File: src/rtl/dsro_pkg.sv
// Shared constants, types and helpers for the dual converter serial readout.
// Assumes one system clock of CLK_PERIOD_NS; both ends import this package.
package dsro_pkg;

    // ========================================================
    // Clock and timing
    localparam int CLK_PERIOD_NS = 100;
    localparam int TRIG_HIGH_MIN_NS = 15;
    // Least time, rounded up, never below one cycle
    localparam int TRIG_HIGH_CYC = (TRIG_HIGH_MIN_NS + CLK_PERIOD_NS - 1) / CLK_PERIOD_NS;
    localparam int SCLK_PERIOD_MIN_NS = 125;
    localparam int SCLK_PERIOD_MAX_NS = 5000;
    // System cycles per converter clock half period (covers pin round trip)
    localparam int SCLK_HALF_CYC = 8;

    // ========================================================
    // Conversion and frame layout
    localparam int RESULT_W = 12;
    localparam int FRAME_W = 16;
    localparam int CONV_CYCLES = 16;
    localparam int RD_LAT_EDGES = 3;
    localparam int FRAME_PAIR_BIT = 15;
    localparam int FRAME_CHAN_BIT = 14;
    localparam int FRAME_MSB_BIT = 13;
    localparam logic CHAN_A = 1'b0;
    localparam logic CHAN_B = 1'b1;
    localparam logic [1:0] FRAME_TAIL = 2'b00;
    localparam int FIFO_DEPTH = 32;

    typedef logic [RESULT_W-1:0] dsro_result_t;
    typedef logic [FRAME_W-1:0] dsro_frame_t;

    // Build one output frame: pair flag, converter flag, result, two zeros
    function automatic dsro_frame_t dsro_make_frame(input logic pair, input logic chan,
                                                    input dsro_result_t res);
        dsro_make_frame = {pair, chan, res, FRAME_TAIL};
    endfunction : dsro_make_frame

endpackage : dsro_pkg

File: src/rtl/dsro_link_if.sv
// Pin bundle between the converter end and the host controller end.
// Assumes both ends run on the same system clock; sclk is a pin driven by the host.
`timescale 1ns/1ns
interface dsro_link_if;
    logic conv_trig;
    logic read_strobe;
    logic cs_n;
    logic chcount_sel;
    logic outport_sel;
    logic pair_select;
    logic sclk;
    logic busy;
    logic sdo_a_o;
    logic sdo_a_oe;
    logic sdo_b_o;
    logic sdo_b_oe;

    // ========================================================
    // Converter end
    modport dev (
        input conv_trig, read_strobe, cs_n, chcount_sel, outport_sel, pair_select, sclk,
        output busy, sdo_a_o, sdo_a_oe, sdo_b_o, sdo_b_oe
    );

    // ========================================================
    // Host end
    modport host (
        output conv_trig, read_strobe, cs_n, chcount_sel, outport_sel, pair_select, sclk,
        input busy, sdo_a_o, sdo_a_oe, sdo_b_o, sdo_b_oe
    );
endinterface : dsro_link_if

File: src/rtl/dsro_device.sv
// Converter end: conversion control, busy, pair select and serial frame readout.
// Assumes all link pins come from the host and are synchronised here to CLOCK.
//
// Behaviour
// - channel count pin: fixed pair or auto alternate
// - output port pin: two outputs or one
// - host holds trigger high at least 15ns
// - host raises trigger with a falling clock edge, clear of rising edges
// - conversion lasts sixteen external clock cycles
// - trigger puts sample-and-hold into hold immediately
// - busy high for the whole conversion
// - pair select captured at first falling edge
// - host ties trigger and read strobe together
// - outputs driven only while chip select low
// - one output bit per rising clock edge
// - frame: pair, converter, result, two zeros
// - results in 12-bit two's complement
// - second output tristates in single-output mode
// - single-output readout lasts thirty-two cycles
// - triggers inside single-output readout are ignored
// - data valid after third rising edge after strobe
`timescale 1ns/1ns
module dsro_device
    import dsro_pkg::*;
(
    dsro_link_if.dev LINK,
    input wire logic CLOCK,
    input wire logic SYS_RST,
    input wire dsro_pkg::dsro_result_t RESULT_A0,
    input wire dsro_pkg::dsro_result_t RESULT_A1,
    input wire dsro_pkg::dsro_result_t RESULT_B0,
    input wire dsro_pkg::dsro_result_t RESULT_B1,
    output logic HOLD,
    output logic CUR_PAIR
);
    import dsro_pkg::*;

    typedef enum logic [2:0] {
        C_IDLE = 3'b001,
        C_WAIT = 3'b010,
        C_CONV = 3'b100
    } dsro_conv_t;

    // ========================================================
    // Pin synchronisers
    localparam int NPIN = 7;
    logic [NPIN-1:0] pins, sync1_r, sync2_r, prev_r;
    logic s_sclk, s_trig, s_rd, s_cs_n, s_chc, s_outp, s_pair;
    logic sclk_rise, sclk_fall, trig_rise, rd_rise;

    assign pins = {LINK.sclk, LINK.conv_trig, LINK.read_strobe, LINK.cs_n,
                   LINK.chcount_sel, LINK.outport_sel, LINK.pair_select};

    always_ff @(posedge CLOCK or posedge SYS_RST) begin
        if (SYS_RST) begin
            sync1_r <= 7'h08; // Both stages idle deselected
            sync2_r <= 7'h08; // Chip select idles high
            prev_r <= 7'h08;
        end else begin
            sync1_r <= pins;
            sync2_r <= sync1_r;
            prev_r <= sync2_r;
        end
    end

    // Edge pulses from the second stage only
    always_comb begin
        {s_sclk, s_trig, s_rd, s_cs_n, s_chc, s_outp, s_pair} = sync2_r;
        sclk_rise = s_sclk && !prev_r[6];
        sclk_fall = !s_sclk && prev_r[6];
        trig_rise = s_trig && !prev_r[5];
        rd_rise = s_rd && !prev_r[4];
    end

    // ========================================================
    // Conversion control
    dsro_conv_t state_r, state_nxt;
    logic [4:0] conv_cnt_r, conv_cnt_nxt;
    logic hold_r, hold_nxt, busy_r, busy_nxt;
    logic cur_pair_r, cur_pair_nxt, next_pair_r, next_pair_nxt;
    logic pair_taken_r, pair_taken_nxt, b_tri_r, b_tri_nxt;
    dsro_result_t res_a_r, res_a_nxt, res_b_r, res_b_nxt;
    logic readout_busy;

    always_comb begin
        state_nxt = state_r;
        conv_cnt_nxt = conv_cnt_r;
        hold_nxt = hold_r;
        busy_nxt = busy_r;
        cur_pair_nxt = cur_pair_r;
        next_pair_nxt = next_pair_r;
        pair_taken_nxt = pair_taken_r;
        b_tri_nxt = b_tri_r;
        res_a_nxt = res_a_r;
        res_b_nxt = res_b_r;
        unique case (state_r)
            C_IDLE: begin
                if (trig_rise && !(s_outp && readout_busy)) begin
                    hold_nxt = 1'b1;
                    busy_nxt = 1'b1;
                    cur_pair_nxt = next_pair_r;
                    res_a_nxt = next_pair_r ? RESULT_A1 : RESULT_A0;
                    res_b_nxt = next_pair_r ? RESULT_B1 : RESULT_B0;
                    state_nxt = C_WAIT;
                end
            end
            C_WAIT: begin
                if (sclk_rise) begin
                    conv_cnt_nxt = 5'h01;
                    pair_taken_nxt = 1'b0;
                    state_nxt = C_CONV;
                end
            end
            C_CONV: begin
                if (sclk_fall && !pair_taken_r) begin
                    pair_taken_nxt = 1'b1;
                    next_pair_nxt = s_chc ? !cur_pair_r : s_pair;
                end
                if (sclk_rise) begin
                    if (conv_cnt_r == 5'(CONV_CYCLES)) begin
                        busy_nxt = 1'b0;
                        hold_nxt = 1'b0;
                        b_tri_nxt = s_outp;
                        state_nxt = C_IDLE;
                    end else begin
                        conv_cnt_nxt = conv_cnt_r + 5'h01;
                    end
                end
            end
        endcase
    end

    always_ff @(posedge CLOCK or posedge SYS_RST) begin
        if (SYS_RST) begin
            state_r <= C_IDLE;
            conv_cnt_r <= '0;
            hold_r <= 1'b0;
            busy_r <= 1'b0;
            cur_pair_r <= 1'b0;
            next_pair_r <= 1'b0;
            pair_taken_r <= 1'b0;
            b_tri_r <= 1'b0;
            res_a_r <= '0;
            res_b_r <= '0;
        end else begin
            state_r <= state_nxt;
            conv_cnt_r <= conv_cnt_nxt;
            hold_r <= hold_nxt;
            busy_r <= busy_nxt;
            cur_pair_r <= cur_pair_nxt;
            next_pair_r <= next_pair_nxt;
            pair_taken_r <= pair_taken_nxt;
            b_tri_r <= b_tri_nxt;
            res_a_r <= res_a_nxt;
            res_b_r <= res_b_nxt;
        end
    end

    // ========================================================
    // Serial readout
    logic rd_arm_r, rd_arm_nxt;
    logic [1:0] rd_cnt_r, rd_cnt_nxt;
    logic [5:0] bits_left_r, bits_left_nxt;
    logic [2*FRAME_W-1:0] sh_a_r, sh_a_nxt;
    dsro_frame_t sh_b_r, sh_b_nxt, frame_a, frame_b;

    always_comb begin
        frame_a = dsro_make_frame(cur_pair_r, CHAN_A, res_a_r);
        frame_b = dsro_make_frame(cur_pair_r, CHAN_B, res_b_r);
        readout_busy = rd_arm_r || (bits_left_r != 6'h00);
        rd_arm_nxt = rd_arm_r;
        rd_cnt_nxt = rd_cnt_r;
        bits_left_nxt = bits_left_r;
        sh_a_nxt = sh_a_r;
        sh_b_nxt = sh_b_r;
        if (rd_rise && !readout_busy) begin
            rd_arm_nxt = 1'b1;
            rd_cnt_nxt = 2'h0;
        end else if (sclk_rise && rd_arm_r) begin
            if (rd_cnt_r == 2'(RD_LAT_EDGES - 1)) begin
                rd_arm_nxt = 1'b0;
                sh_a_nxt = s_outp ? {frame_a, frame_b} : {frame_a, 16'h0000};
                sh_b_nxt = frame_b;
                bits_left_nxt = s_outp ? 6'(2 * FRAME_W) : 6'(FRAME_W);
            end else begin
                rd_cnt_nxt = rd_cnt_r + 2'h1;
            end
        end else if (sclk_rise && bits_left_r != 6'h00) begin
            bits_left_nxt = bits_left_r - 6'h01;
            sh_a_nxt = {sh_a_r[2*FRAME_W-2:0], 1'b0};
            sh_b_nxt = {sh_b_r[FRAME_W-2:0], 1'b0};
        end
    end

    always_ff @(posedge CLOCK or posedge SYS_RST) begin
        if (SYS_RST) begin
            rd_arm_r <= 1'b0;
            rd_cnt_r <= '0;
            bits_left_r <= '0;
            sh_a_r <= '0;
            sh_b_r <= '0;
        end else begin
            rd_arm_r <= rd_arm_nxt;
            rd_cnt_r <= rd_cnt_nxt;
            bits_left_r <= bits_left_nxt;
            sh_a_r <= sh_a_nxt;
            sh_b_r <= sh_b_nxt;
        end
    end

    // ========================================================
    // Pin outputs
    // drive only under select
    assign LINK.sdo_a_oe = !s_cs_n;
    assign LINK.sdo_b_oe = !s_cs_n && !b_tri_r;
    assign LINK.sdo_a_o = sh_a_r[2*FRAME_W-1];
    assign LINK.sdo_b_o = sh_b_r[FRAME_W-1];
    assign LINK.busy = busy_r;
    assign CUR_PAIR = cur_pair_r;
    assign HOLD = hold_r || (LINK.conv_trig && state_r == C_IDLE && !(s_outp && readout_busy));
endmodule : dsro_device

File: src/flat_wrapper.sv
// flat-port wrapper written by rule: the top's interface ports become plain ports
module dsro_device_flat import dsro_pkg::*;
  (CLOCK, SYS_RST, RESULT_A0, RESULT_A1, RESULT_B0, RESULT_B1, HOLD, CUR_PAIR, LINK_conv_trig, LINK_read_strobe, LINK_cs_n, LINK_chcount_sel, LINK_outport_sel, LINK_pair_select, LINK_sclk, LINK_busy, LINK_sdo_a_o, LINK_sdo_a_oe, LINK_sdo_b_o, LINK_sdo_b_oe);
  dsro_link_if LINK_i ();
  input wire logic CLOCK;
  input wire logic SYS_RST;
  input wire dsro_pkg::dsro_result_t RESULT_A0;
  input wire dsro_pkg::dsro_result_t RESULT_A1;
  input wire dsro_pkg::dsro_result_t RESULT_B0;
  input wire dsro_pkg::dsro_result_t RESULT_B1;
  output logic HOLD;
  output logic CUR_PAIR;
  input wire logic [$bits(LINK_i.conv_trig)-1:0] LINK_conv_trig;
  input wire logic [$bits(LINK_i.read_strobe)-1:0] LINK_read_strobe;
  input wire logic [$bits(LINK_i.cs_n)-1:0] LINK_cs_n;
  input wire logic [$bits(LINK_i.chcount_sel)-1:0] LINK_chcount_sel;
  input wire logic [$bits(LINK_i.outport_sel)-1:0] LINK_outport_sel;
  input wire logic [$bits(LINK_i.pair_select)-1:0] LINK_pair_select;
  input wire logic [$bits(LINK_i.sclk)-1:0] LINK_sclk;
  output wire logic [$bits(LINK_i.busy)-1:0] LINK_busy;
  output wire logic [$bits(LINK_i.sdo_a_o)-1:0] LINK_sdo_a_o;
  output wire logic [$bits(LINK_i.sdo_a_oe)-1:0] LINK_sdo_a_oe;
  output wire logic [$bits(LINK_i.sdo_b_o)-1:0] LINK_sdo_b_o;
  output wire logic [$bits(LINK_i.sdo_b_oe)-1:0] LINK_sdo_b_oe;
  assign LINK_i.conv_trig = LINK_conv_trig;
  assign LINK_i.read_strobe = LINK_read_strobe;
  assign LINK_i.cs_n = LINK_cs_n;
  assign LINK_i.chcount_sel = LINK_chcount_sel;
  assign LINK_i.outport_sel = LINK_outport_sel;
  assign LINK_i.pair_select = LINK_pair_select;
  assign LINK_i.sclk = LINK_sclk;
  assign LINK_busy = LINK_i.busy;
  assign LINK_sdo_a_o = LINK_i.sdo_a_o;
  assign LINK_sdo_a_oe = LINK_i.sdo_a_oe;
  assign LINK_sdo_b_o = LINK_i.sdo_b_o;
  assign LINK_sdo_b_oe = LINK_i.sdo_b_oe;
  dsro_device u_core (.LINK(LINK_i), .CLOCK(CLOCK), .SYS_RST(SYS_RST), .RESULT_A0(RESULT_A0), .RESULT_A1(RESULT_A1), .RESULT_B0(RESULT_B0), .RESULT_B1(RESULT_B1), .HOLD(HOLD), .CUR_PAIR(CUR_PAIR));
endmodule
File: config.mk
export PLATFORM = sky130hd
export DESIGN_NAME = dsro_device_flat
export DESIGN_NICKNAME = d
export VERILOG_FILES = /design/src/rtl/dsro_pkg.sv /design/src/rtl/dsro_link_if.sv /design/src/rtl/dsro_device.sv /design/src/flat_wrapper.sv
export SDC_FILE = /design/constraint.sdc
export NUM_CORES = 1
export LEC_CHECK = 0
export BUFFER_PORTS_ARGS = -buffer_cell sky130_fd_sc_hd__buf_2
export CAP_MARGIN = 40
export CORE_ASPECT_RATIO = 0.7
export CORE_MARGIN = 1.5
export CORE_UTILIZATION = 45
export DETAILED_ROUTE_END_ITERATION = 8
export MAX_ROUTING_LAYER = met4
export PLACE_DENSITY = 0.65
export SETUP_SLACK_MARGIN = 0.2
export SYNTH_ARGS = -nofsm -noshare
export SYNTH_HDL_FRONTEND = slang
export SYNTH_SLANG_ARGS = --single-unit
File: constraint.sdc
create_clock -name CLOCK -period 10.3 [get_ports CLOCK]
set_input_delay 1.545 -clock CLOCK [delete_from_list [all_inputs] [get_ports CLOCK]]
set_output_delay 1.545 -clock CLOCK [all_outputs]
set_load 0.02 [all_outputs]
==> impl_results.md, run 1 <==
- Sequential element share of the synthesized area: 55.0%
- Depth of the worst register-to-register path: 7
- Grt total ovfl: 0
- Hold Crit Class: reg -> reg
- Site row count: 31
- Netlist area before placement: 4870 um^2
- Clock skew after layout: 5.75 ps
- Horizontal extent of the die: 127 um
- Remaining routing DRC violations: 0
- Proportion of power drawn by flip-flops and latches: 46.5%
- Kind of capture point of the worst setup path: output pin
- Highest clock rate: 0.285 GHz
- Worst-case register-to-register setup slack: 7870 ps
- Synth Instances: 460
- I/O pin cnt: 64
- Avg Inst Size Synth: 10.6 um^2
- Largest net degree at the start of global routing: 81
- Power share of the combinational group: 25.8%
- Number of routed nets with antenna violations: 0
- Max-slew headroom: 52.5%
- Final number of max-transition violations: 0
- Register bit count reported by yosys: 107
- Via count of the first global-routing pass: 3,387
- Count of warnings emitted by yosys: 0
- Worst R2R Start: u_core.bits_left_r[0]$_DFFE_PP0P_
- Crit start category: flop
- Data arrival time of the critical path: 1960 ps
- Fin Setup TNS: 0 ps
- Total setup violations reported at the end of the flow: 0
- TritonCTS clock tree: yes
- Pint: 0.906 mW
- Final weighted congestion of routability-driven global placement: 0.849
- # resized after CTS: 0
- Final HPWL from detailed placement: 6.52 mm
- Fraction of final layout cells sized beyond drive strength 1: 27.5%
- Multiplexer area fraction after synthesis: 13.2%
- Number of setup buffers added after CTS: 0
- Status: finished clean
- Initial DRT Pass Iterations: 4
- Average routed wire per standard cell: 15.2 um
- DR iter-0 viols: 279
- Mapped Nets: 522
- Post-synthesis share of cell area spent on and, or, nand and nor gates: 15.5%
- Via total after detailed routing: 3,478
- Number of buffers added by the clock tree synthesis step: 9
- Fill cell total of the finished layout: 896
- Cell Count, Final, Fillers Out: 649
- Clock input transition at the sequential cells of the worst setup and hold paths: 70 ps
- Main combinational cell family by area after synthesis: simple AND/OR/NAND/NOR gates
- Clock network fraction of design power: 27.7%
- Final nets: 574
- Proportion of total power due to net switching: 31.9%
- Maximum capacitance violations: 0
- Number of placed cells counting well taps: 633
- Number of buffers added on ports: 63
- Final Hold Fails: 0
- RR Endpoint: u_core.bits_left_r[2]$_DFFE_PP0P_
- Most frequent standard cell in the layout excluding fill and tap cells: dfrtp_1
- Switch Pwr: 0.424 mW
- WP data required: 8760 ps
- Wire length of the first global-routing pass: 16.8 mm
- Type of the worst setup path: reg -> out
- Hold path cells: 0
- Die Ht: 90.1 um
- RSZ-0062 raised after global routing: false
- Clock insertion delay at the later pin of the skew report: 340 ps
- Final WL: 9.88 mm
- Number of antenna violations at the first check in global routing: 0
- Clk sinks: 107
- Core ar.: 10,400 um^2
- Part of the cycle the worst path needs: 34.1%
- Initial core utilization: 46.7%
- Critical-path maximum fanout: 6
- Leakage power figure: 2.61 nW
- Share of synthesized cell area in full adder, half adder and majority cells: 1.28%
- Worst setup path startpoint: u_core.bits_left_r[0]$_DFFE_PP0P_
- Tightest Pin Transition: 713 ps
- Areal power density over the cells: 237 nW/um^2
- Worst vdd ir: 101 uV
- CTS Root Buffer Type: clkbuf_16
- Hold-fix buffers at CTS: 0
- DIE AREA: 11,500 um^2
- Synth Area in XOR/XNOR: 0.180%
- Highest-count cells in the layout ignoring fill and taps: dfrtp_1, nand2_1, buf_2
- Final min period: 3510 ps
- Via/cell ratio: 5.36
- Overall track demand over capacity in global routing: 18.9%
- Timing endpoint of the critical path: HOLD
- Diode count: 0
- Synthesis-to-layout area growth: 15.3%
- Number of different library cells in the post-synthesis netlist: 41
- Synth Area in Compound Gates: 10.7%
- H-tree Lvls: 3
- Max Buffers Root-to-Sink: 2
-- worst max-delay path, stage by stage (launching register included) --
cell	delay, ps
dfrtp_1	430
inv_1	90
ha_1	220
and2b_1	230
a21boi_2	240
nor2_1	90
a21o_1	170
buf_2	150
-- metrics by stage --
step                hold WS, ps  instance area [um^2]  util [%]  setup slack [ps]  total power [mW]
finish                      352                  5620      53.9              6790              1.33
CTS                         356                  5620      53.9              6790              1.34
floorplan                   331                  4870         -              5940             0.870
detailed placement          338                  5300      50.8              6820             0.968
global route                365                  5620      53.9              6670              1.42
global placement            333                  5260      50.4              6820             0.940
-- logic make-up (layout without fill, tap and decap cells) --
| kind of cell | after synthesis | after routing |
|---|---|---|
| DFF | 107 | 107 |
| AOI/OAI and AO/OA | 84 | 84 |
| xor gates and xnor gates | 1 | 1 |
| buffers and inverters | 42 | 99 |
| and+or+nand+nor | 170 | 170 |
| muxes | 51 | 51 |
| adders and majority gates | 5 | 5 |
-- synth_stat cells --
library cell / instances / area (um^2)
dfrtp_1: 104 / 2600
dfstp_2: 3 / 78.8
nand4bb_1: 1 / 11.3
and4b_1: 1 / 10.0
a221oi_1: 1 / 8.76
inv_1: 13 / 48.8
nor4_4: 1 / 21.3
buf_12: 2 / 40.0
ha_1: 5 / 62.6
nor2_1: 44 / 165
nor3b_1: 2 / 15.0
mux2_4: 19 / 285
nor3_1: 3 / 15.0
o21bai_1: 1 / 7.51
nand2_1: 80 / 300
a21o_1: 3 / 22.5
nand3_1: 21 / 105
o21ai_0: 22 / 110
buf_1: 1 / 3.75
nor2b_1: 3 / 18.8
mux2i_1: 1 / 10.0
nand3b_1: 1 / 7.51
a221o_1: 1 / 10.0
o21a_1: 1 / 7.51
a31oi_1: 37 / 231
a32o_1: 2 / 20.0
buf_6: 1 / 11.3
o31ai_1: 2 / 15.0
nand2b_1: 3 / 18.8
xor2_1: 1 / 8.76
clkbuf_1: 25 / 93.8
a21oi_1: 11 / 55.1
a221oi_2: 1 / 15.0
or3b_2: 1 / 8.76
and2b_1: 1 / 7.51
or3_1: 5 / 31.3
a21boi_2: 1 / 11.3
and2_1: 2 / 12.5
mux2_2: 31 / 349
o211ai_1: 1 / 7.51
and3b_1: 1 / 8.76
-- layer usage --
metal | up-vias | share of wire (%) | track usage, %
met5 | - | 0 | -
met1 | 1698 | 50 | 27.0
met2 | 79 | 45 | 27.4
li1 | 1693 | - | -
met4 | 0 | 0.96 | 4.36
met3 | 8 | 4.9 | 4.70
-- final cells by class --
| type | count | area (um^2) | area share (%) |
|---|---|---|---|
| clock buffers | 12 | 246 | 4.39 |
| clock inverters | 4 | 73.8 | 1.31 |
| inverters | 13 | 51.3 | 0.913 |
| multi-input cells | 311 | 2010 | 35.7 |
| flip-flops and latches | 107 | 2680 | 47.7 |
| well taps | 132 | 165 | 2.94 |
| repair buffers | 70 | 395 | 7.04 |
-- power groups by stage --
| stage | sequential, mW | clock, mW | combinational (mW) |
|---|---|---|---|
| 2_1_floorplan | 0.596 | 0 | 0.274 |
| 3_3_place_gp | 0.625 | 0 | 0.315 |
| 3_5_place_dp | 0.623 | 0 | 0.345 |
| 4_1_cts | 0.618 | 0.376 | 0.347 |
| 5_1_grt | 0.636 | 0.393 | 0.395 |
| 6_report | 0.619 | 0.368 | 0.344 |
-- flip-flops by register name (all words and copies together) (netlist names) --
register             cells
u_core.sh_b_r           14
u_core.rd_arm_r          1
u_core.sync2_r           7
u_core.res_a_r          12
u_core.pair_taken_r      1
u_core.res_b_r          12
u_core.sync1_r           7
u_core.CUR_PAIR          1
u_core.next_pair_r       1
u_core.bits_left_r       6
u_core.rd_cnt_r          2
u_core.b_tri_r           1
u_core.conv_cnt_r        5
u_core.state_r           3
u_core.hold_r            1
u_core.sh_a_r           30
u_core.prev_r            3
-- how the worst min path moves through the flow --
stage	end	start
detailed placement	u_core.sync2_r[5]$_DFF_PP0_	u_core.sync1_r[5]$_DFF_PP0_
CTS	u_core.sync2_r[2]$_DFF_PP0_	u_core.sync1_r[2]$_DFF_PP0_
finish	u_core.sync2_r[2]$_DFF_PP0_	u_core.sync1_r[2]$_DFF_PP0_
floorplan	u_core.sync2_r[0]$_DFF_PP0_	u_core.sync1_r[0]$_DFF_PP0_
global placement	u_core.sync2_r[2]$_DFF_PP0_	u_core.sync1_r[2]$_DFF_PP0_
global route	u_core.sync2_r[2]$_DFF_PP0_	u_core.sync1_r[2]$_DFF_PP0_
No activity file was read; power rests on OpenSTA's default activity.
==> run 2, diff against run 1 <==
--- a/config.mk
+++ b/config.mk
@@ -12,7 +12,7 @@
 export CORE_UTILIZATION = 45
 export DETAILED_ROUTE_END_ITERATION = 8
 export MAX_ROUTING_LAYER = met4
-export PLACE_DENSITY = 0.65
+export PLACE_DENSITY = 0.67
 export SETUP_SLACK_MARGIN = 0.2
 export SYNTH_ARGS = -nofsm -noshare
 export SYNTH_HDL_FRONTEND = slang
==> constraint.sdc (replaced) <==
create_clock -name CLOCK -period 3.05 [get_ports CLOCK]
set_input_delay 0.4575 -clock CLOCK [delete_from_list [all_inputs] [get_ports CLOCK]]
set_output_delay 0.4575 -clock CLOCK [all_outputs]
set_load 0.02 [all_outputs]
==> impl_results.md, run 2 (synthesis results as in run 1) <==
- Most Crowded Layer GR: met2
- Final HPWL from detailed placement: 6.57 mm (+0.78%)
- Wire length of the first global-routing pass: 16.4 mm (-2.3%)
- Initial core utilization: 46.7% (unchanged)
- TritonCTS clock tree: yes
- Fraction of final layout cells sized beyond drive strength 1: 28.1% (+0.66 points)
- Hold-fix buffers at CTS: 0 (unchanged)
- CTS Root Buffer Type: clkbuf_16
- Status: finished clean
- Fin Setup TNS: 0 ps (unchanged)
- Grt total ovfl: 0 (unchanged)
- Largest reg by FF count: u_core.sh_a_r
- Highest-count cells in the layout ignoring fill and taps: dfrtp_1, nand2_1, buf_2
- Core ar.: 10,400 um^2 (unchanged)
- Via count of the first global-routing pass: 3,330 (-1.7%)
- Most frequent standard cell in the layout excluding fill and tap cells: dfrtp_1
- Data arrival time of the critical path: 1990 ps (+30 ps)
- Final Hold Fails: 0 (unchanged)
- Number of placed cells counting well taps: 635 (+0.32%)
- Site row count: 31 (unchanged)
- Max-slew headroom: 56.6% (+4.1 points)
- Met3 Resource Use GR: 5.48% (+0.77 points)
- Highest clock rate: 0.408 GHz
- Leakage power figure: 2.60 nW (-0.45%)
- I/O pin cnt: 64 (unchanged)
- Synthesis-to-layout area growth: 15.2% (about the same)
- WP data required: 2590 ps (-6170 ps)
- Final WL: 9.85 mm (-0.33%)
- Met1 track demand over resource in global routing: 26.7% (-0.37 points)
- Number of buffers added by the clock tree synthesis step: 9 (unchanged)
- Cell Count, Final, Fillers Out: 651 (+0.31%)
- Number of antenna violations at the first check in global routing: 0 (unchanged)
- Tightest Pin Transition: 650 ps (-62.5 ps)
- Pre-CTS setup slack: 831 ps (-5980 ps)
- Clock insertion delay at the later pin of the skew report: 350 ps (about the same)
- Final number of max-transition violations: 0 (unchanged)
- Number of routed nets with antenna violations: 0 (unchanged)
- Utilization after layout: 53.8% (about the same)
- Kind of capture point of the worst setup path: output pin
- Met2 track demand over resource in global routing: 26.8% (-0.63 points)
- Part of the cycle the worst path needs: 80.3%
- Clk sinks: 107 (unchanged)
- Via/cell ratio: 5.31 (-1.0%)
- Average routed wire per standard cell: 15.1 um (-0.64%)
- Maximum capacitance violations: 0 (unchanged)
- # resized after CTS: 0 (unchanged)
- Max Buffers Root-to-Sink: 2 (unchanged)
- DR iter-0 viols: 235 (-16%)
- Final weighted congestion of routability-driven global placement: 0.780 (-8.2%)
- Total setup violations reported at the end of the flow: 0 (unchanged)
- Critical-path maximum fanout: 6 (unchanged)
- Via total after detailed routing: 3,454 (-0.69%)
- Remaining routing DRC violations: 0 (unchanged)
- Number of buffers added on ports: 63 (unchanged)
- Slack of the critical path: 602 ps (-6190 ps)
- Max FFs per register: 30 (unchanged)
- Diode count: 0 (unchanged)
- Number of setup buffers added after CTS: 0 (unchanged)
- Horizontal extent of the die: 127 um (unchanged)
- Hold Crit Class: in -> async
- Initial DRT Pass Iterations: 5 (+1)
- Type of the worst setup path: reg -> out
- Clock skew after layout: 5.76 ps (+0.00647 ps)
- Total power: 4.44 mW (+230%)
- RSZ-0062 raised after global routing: false
- H-tree Lvls: 3 (unchanged)
- Areal power density over the cells: 791 nW/um^2 (+230%)
- Largest net degree at the start of global routing: 81 (unchanged)
- Overall track demand over capacity in global routing: 18.8% (-0.16 points)
- Clock input transition at the sequential cells of the worst setup and hold paths: 70 ps (about the same)
- Largest registers: u_core.sh_a_r (30), u_core.sh_b_r (14)
- Worst vdd ir: 391 uV (+290%)
- DIE AREA: 11,500 um^2 (unchanged)
- Crit start category: flop
- Final nets: 576 (+0.35%)
- Die Ht: 90.1 um (unchanged)
- Final min period: 2450 ps
==> run 2: worst paths after layout <==
check                                                   from                          endpoint  slack, ps  cells after the start
setup / recovery           u_core.bits_left_r[2]$_DFFE_PP0P_                              HOLD        600                      5
hold / removal                                       SYS_RST  u_core.conv_cnt_r[4]$_DFFE_PP0P_        190                      2
setup reg to reg           u_core.bits_left_r[2]$_DFFE_PP0P_    u_core.res_a_r[11]$_DFFE_PP0P_        770                      5
hold reg to reg                  u_core.sync1_r[6]$_DFF_PP0_       u_core.sync2_r[6]$_DFF_PP0_        350                      0
max in group asynchronous                            SYS_RST     u_core.state_r[0]$_DFFE_PP1P_       2030                      3
min in group CLOCK                                 LINK_cs_n       u_core.sync1_r[3]$_DFF_PP1_        200                      1
==> run 2: stage by stage <==
stage                     area [um^2]  hold slack, ps
after global placement           5310             335
final                            5610             193
after detailed placement         5310             335
after global routing             5610             185
after floorplan                  4880             331
after CTS                        5610             195
==> run 2: where the power goes <==
group	total (mW)	switching (mW)	internal [mW]
Clock	1.18	0.535	0.643
Sequential	2.05	0.260	1.79
Combinational	1.21	0.679	0.529
==> run 2: routing by layer <==
layer / vias to the layer above / routed length [um]
li1: 1700 / -
met1: 1671 / 4890
met2: 77 / 4420
met3: 6 / 447
met4: 0 / 87
met5: - / 0
==> run 2: critical path: stages, from the launching register on <==
cell	delay, ps
dfrtp_1	480
nor4_4	560
a21boi_2	160
nor2_1	170
a21o_1	120
buf_2	150
==> run 2: area by class of cell <==
| cell class | count | area [um^2] |
|---|---|---|
| clock buffers | 9 | 225 |
| clock inverters | 7 | 76.3 |
| fillers | 896 | 4820 |
| inverters | 13 | 52.6 |
| multi-input cells | 311 | 2010 |
| flip-flops and latches | 107 | 2680 |
| well taps | 132 | 165 |
| repair buffers | 72 | 408 |
==> run 3, diff against run 2 <==
--- a/config.mk
+++ b/config.mk
@@ -5,6 +5,7 @@
 export SDC_FILE = /design/constraint.sdc
 export NUM_CORES = 1
 export LEC_CHECK = 0
+export ABC_AREA = 1
 export BUFFER_PORTS_ARGS = -buffer_cell sky130_fd_sc_hd__buf_2
 export CAP_MARGIN = 40
 export CORE_ASPECT_RATIO = 0.7
==> constraint.sdc (replaced) <==
create_clock -name CLOCK -period 2.2 [get_ports CLOCK]
set_input_delay 0.33 -clock CLOCK [delete_from_list [all_inputs] [get_ports CLOCK]]
set_output_delay 0.33 -clock CLOCK [all_outputs]
set_load 0.02 [all_outputs]
==> impl_results.md, run 3 <==
- Instance count on the critical path: 8 (+3)
- Power share of the combinational group: 29.2% (+2.0 points)
- Average routed wire per standard cell: 12.7 um (-16%)
- Final weighted congestion of routability-driven global placement: 0.783 (+0.36%)
- Synth Instances: 602 (+31%)
- Maximum capacitance violations: 0 (unchanged)
- Register bit count reported by yosys: 107 (unchanged)
- WP data required: 1870 ps (-720 ps)
- Number of buffers added by the clock tree synthesis step: 9 (unchanged)
- Multi-input combinational cell area: 1860 um^2 (-7.2%)
- Series of cell instances along the critical path: inv_2 -> ha_4 -> inv_2 -> nor2_4 -> nand3_2 -> nand2_2 -> a31o_4 -> buf_6
- Initial core utilization: 46.6% (-0.084 points)
- Clk sinks: 107 (unchanged)
- Kind of capture point of the worst setup path: output pin
- Synthesis-to-layout area growth: 16.9%
- I/O pin cnt: 64 (unchanged)
- Total setup violations reported at the end of the flow: 0 (unchanged)
- Largest area contributor in the netlist: dfrtp_1
- Number of antenna violations at the first check in global routing: 0 (unchanged)
- Grt total ovfl: 0 (unchanged)
- CP top delay family: flip-flops
- Utilization after layout: 54.5% (+0.70 points)
- Type of the worst setup path: reg -> out
- Register area: 2680 um^2 (unchanged)
- Site row count: 31 (unchanged)
- Largest net degree at the start of global routing: 48 (-41%)
- Core ar.: 10,400 um^2 (unchanged)
- Status: finished clean
- Fill cell total of the finished layout: 979 (+9.3%)
- Avg Inst Size Synth: 8.08 um^2 (-24%)
- H-tree Lvls: 3 (unchanged)
- Cell with the biggest individual delay on the critical path: dfrtp_1
- Number of different library cells in the post-synthesis netlist: 29 (-29%)
- Via total after detailed routing: 3,929 (+14%)
- Tightest Pin Transition: 634 ps (-16.0 ps)
- Crit start category: flop
- Total power: 6.21 mW (+40%)
- Final min period: 1900 ps
- Fraction of final layout cells sized beyond drive strength 1: 16.7% (-11 points)
- Part of the cycle the worst path needs: 86.3%
- Synth Area in Compound Gates: 9.67% (-1.0 points)
- Pint: 4.14 mW (+40%)
- Max Buffers Root-to-Sink: 2 (unchanged)
- Areal power density over the cells: 1090 nW/um^2 (+38%)
- TritonCTS clock tree: yes
- Synth Area in XOR/XNOR: 0.720% (+0.54 points)
- Hold path cells: 1
- Max-slew headroom: 57.5% (+0.90 points)
- Cells taking the most area after synthesis: dfrtp_1, nand2_1, o21ai_0, inv_1, nor2_1
- DIE AREA: 11,500 um^2 (-0.18%)
- Share of synthesized cell area in full adder, half adder and majority cells: 1.29% (+0.0023 points)
- Switch Pwr: 2.07 mW (+40%)
- RSZ-0062 raised after global routing: false
- Number of routed nets with antenna violations: 0 (unchanged)
- Max FFs per register: 30 (unchanged)
- Netlist area before placement: 4860 um^2 (-0.18%)
- Number of buffers added on ports: 63 (unchanged)
- Synth async-reset ratio: 100% (unchanged)
- Wire length of the first global-routing pass: 17.7 mm (+7.6%)
- DR iter-0 viols: 274 (+17%)
- Diode count: 0 (unchanged)
- Most Frequent Cell on Critical Path: inv_2
- Multiplexer area fraction after synthesis: 0% (-13 points)
- Proportion of power drawn by flip-flops and latches: 44.0% (-2.3 points)
- Remaining routing DRC violations: 0 (unchanged)
- Final HPWL from detailed placement: 7.33 mm (+12%)
- Horizontal extent of the die: 127 um (about the same)
- Clock input transition at the sequential cells of the worst setup and hold paths: 70 ps (about the same)
- CTS Root Buffer Type: clkbuf_16
- Count of warnings emitted by yosys: 0 (unchanged)
- Final number of max-transition violations: 0 (unchanged)
- Worst vdd ir: 436 uV (+12%)
- Mapped Nets: 664 (+27%)
- Sequential element share of the synthesized area: 55.1% (+0.099 points)
- Clock network fraction of design power: 26.8% (+0.3 points)
- Largest reg by FF count: u_core.sh_a_r
- Initial DRT Pass Iterations: 5 (unchanged)
- Via count of the first global-routing pass: 3,744 (+12%)
- Largest registers: u_core.sh_a_r (30), u_core.sh_b_r (14)
- Prevailing post-synth register cell: dfrtp_1
- Final hold slack: 79.9 ps (-113 ps)
- Die Ht: 90.0 um (about the same)
- Post-synthesis share of cell area spent on and, or, nand and nor gates: 25.8% (+10 points)
- Main combinational cell family by area after synthesis: simple AND/OR/NAND/NOR gates
- Clock insertion delay at the later pin of the skew report: 350 ps (about the same)
- Proportion of total power due to net switching: 33.3% (+0.11 points)
- Via/cell ratio: 4.91 (-7.5%)
- Overall track demand over capacity in global routing: 19.9% (+1.1 points)
- Share of the synthesized area in the top cell type: 53.5% (+0.096 points)
- Fin Setup TNS: 0 ps (unchanged)
- Final WL: 10.1 mm (+3.0%)
- Most frequent standard cell in the layout excluding fill and tap cells: nand2_1
- Hold Crit Class: in -> reg
- Data arrival time of the critical path: 1570 ps (-420 ps)
- Clock skew after layout: 6.59 ps (+0.830 ps)
- Leakage power figure: 2.89 nW (+11%)
- Critical-path maximum fanout: 4 (-2)
- Top cells by instance count after synthesis: nand2_1, dfrtp_1, inv_1
- Count of flip-flops with a built-in enable after synthesis: 0 (unchanged)
- Final Hold Fails: 0 (unchanged)
- Depth of the worst register-to-register path: 9 (+4)
- Most numerous cell in the Yosys netlist: nand2_1
- Critical path buffers and inverters: 3 (+2)
- Max incr delay on CP: 390 ps (-170 ps)
- Highest clock rate: 0.527 GHz
- Highest-count cells in the layout ignoring fill and taps: nand2_1, dfrtp_1, buf_2
- Final nets: 726 (+26%)
[run 3: cell types whose count changed after synthesis, sizes merged, moves of 5 or more]
cell and change:
a31oi -21, buf +13, clkbuf -16, inv +41
mux2 -50, nand2 +180, nand3 -5, nor2 -6
o21ai +27, o22ai +9, or3 -5
[run 3: power groups by stage]
stage          registers (mW)  logic (mW)  clock network (mW)
5_1_grt                  2.79        2.13                1.79
6_report                 2.73        1.81                1.66
3_3_place_gp             2.74        1.66                   0
2_1_floorplan            2.72        1.34                   0
4_1_cts                  2.73        1.76                1.71
3_5_place_dp             2.76        1.74                   0
[run 3: per-stage QoR]
step	cell area, um^2	instances	worst slack [ps]
floorplan	4870	602	585
global placement	5310	782	519
detailed placement	5310	782	433
CTS	5640	799	219
global route	5690	801	203
finish	5690	801	302
[run 3: cells by family after synthesis]
group / after synthesis
simple gates: 319
flops: 107
compound gates: 86
buf+inv: 81
fa+ha+maj: 5
xor+xnor: 4
[run 3: final cells by class]
| class | count | area share (%) |
|---|---|---|
| Multi-Input combinational cell | 414 | 32.7 |
| Clock inverter | 3 | 0.770 |
| Clock buffer | 13 | 4.75 |
| Tap cell | 132 | 2.90 |
| Inverter | 55 | 3.70 |
| Sequential cell | 107 | 47.2 |
| Timing Repair Buffer | 77 | 7.99 |
[run 3: what timing repair did]
action | 4_1_cts | 5_1_grt
setup endpoints to repair | 1 | 1
hold endpoints to repair | 12 | 0
buffers inserted | 0 | 2
hold buffers | 1 | 0
pin swaps | 1 | 4
gates resized for setup | 5 | 7
[run 3: per-layer routing]
layer	global-route usage [%]	wire length [um]
met1	28.5	5080
met2	28.6	4550
met3	5.36	434
met4	4.26	80
met5	-	0
[run 3: worst paths after layout]
kind | from | end | slack (ps)
setup reg to reg | u_core.rd_cnt_r[0]$_DFFE_PP0P_ | u_core.sh_a_r[26]$_DFFE_PP0P_ | 460
hold reg to reg | u_core.sync1_r[0]$_DFF_PP0_ | u_core.sync2_r[0]$_DFF_PP0_ | 350
max in group asynchronous | SYS_RST | u_core.bits_left_r[5]$_DFFE_PP0P_ | 1040
min in group asynchronous | SYS_RST | u_core.prev_r[6]$_DFF_PP0_ | 530
hold / removal | LINK_cs_n | u_core.sync1_r[3]$_DFF_PP1_ | 80
setup / recovery | u_core.bits_left_r[0]$_DFFE_PP0P_ | HOLD | 300
[run 3: worst reg2reg max path: stages, from the launching register on]
cell and delay, ps:
dfrtp_1 390, inv_1 60, ha_1 140, inv_1 60, a21oi_1 180, nand2_2 80, inv_2 280, buf_4 270
nor2_1 50, a31oi_1 140
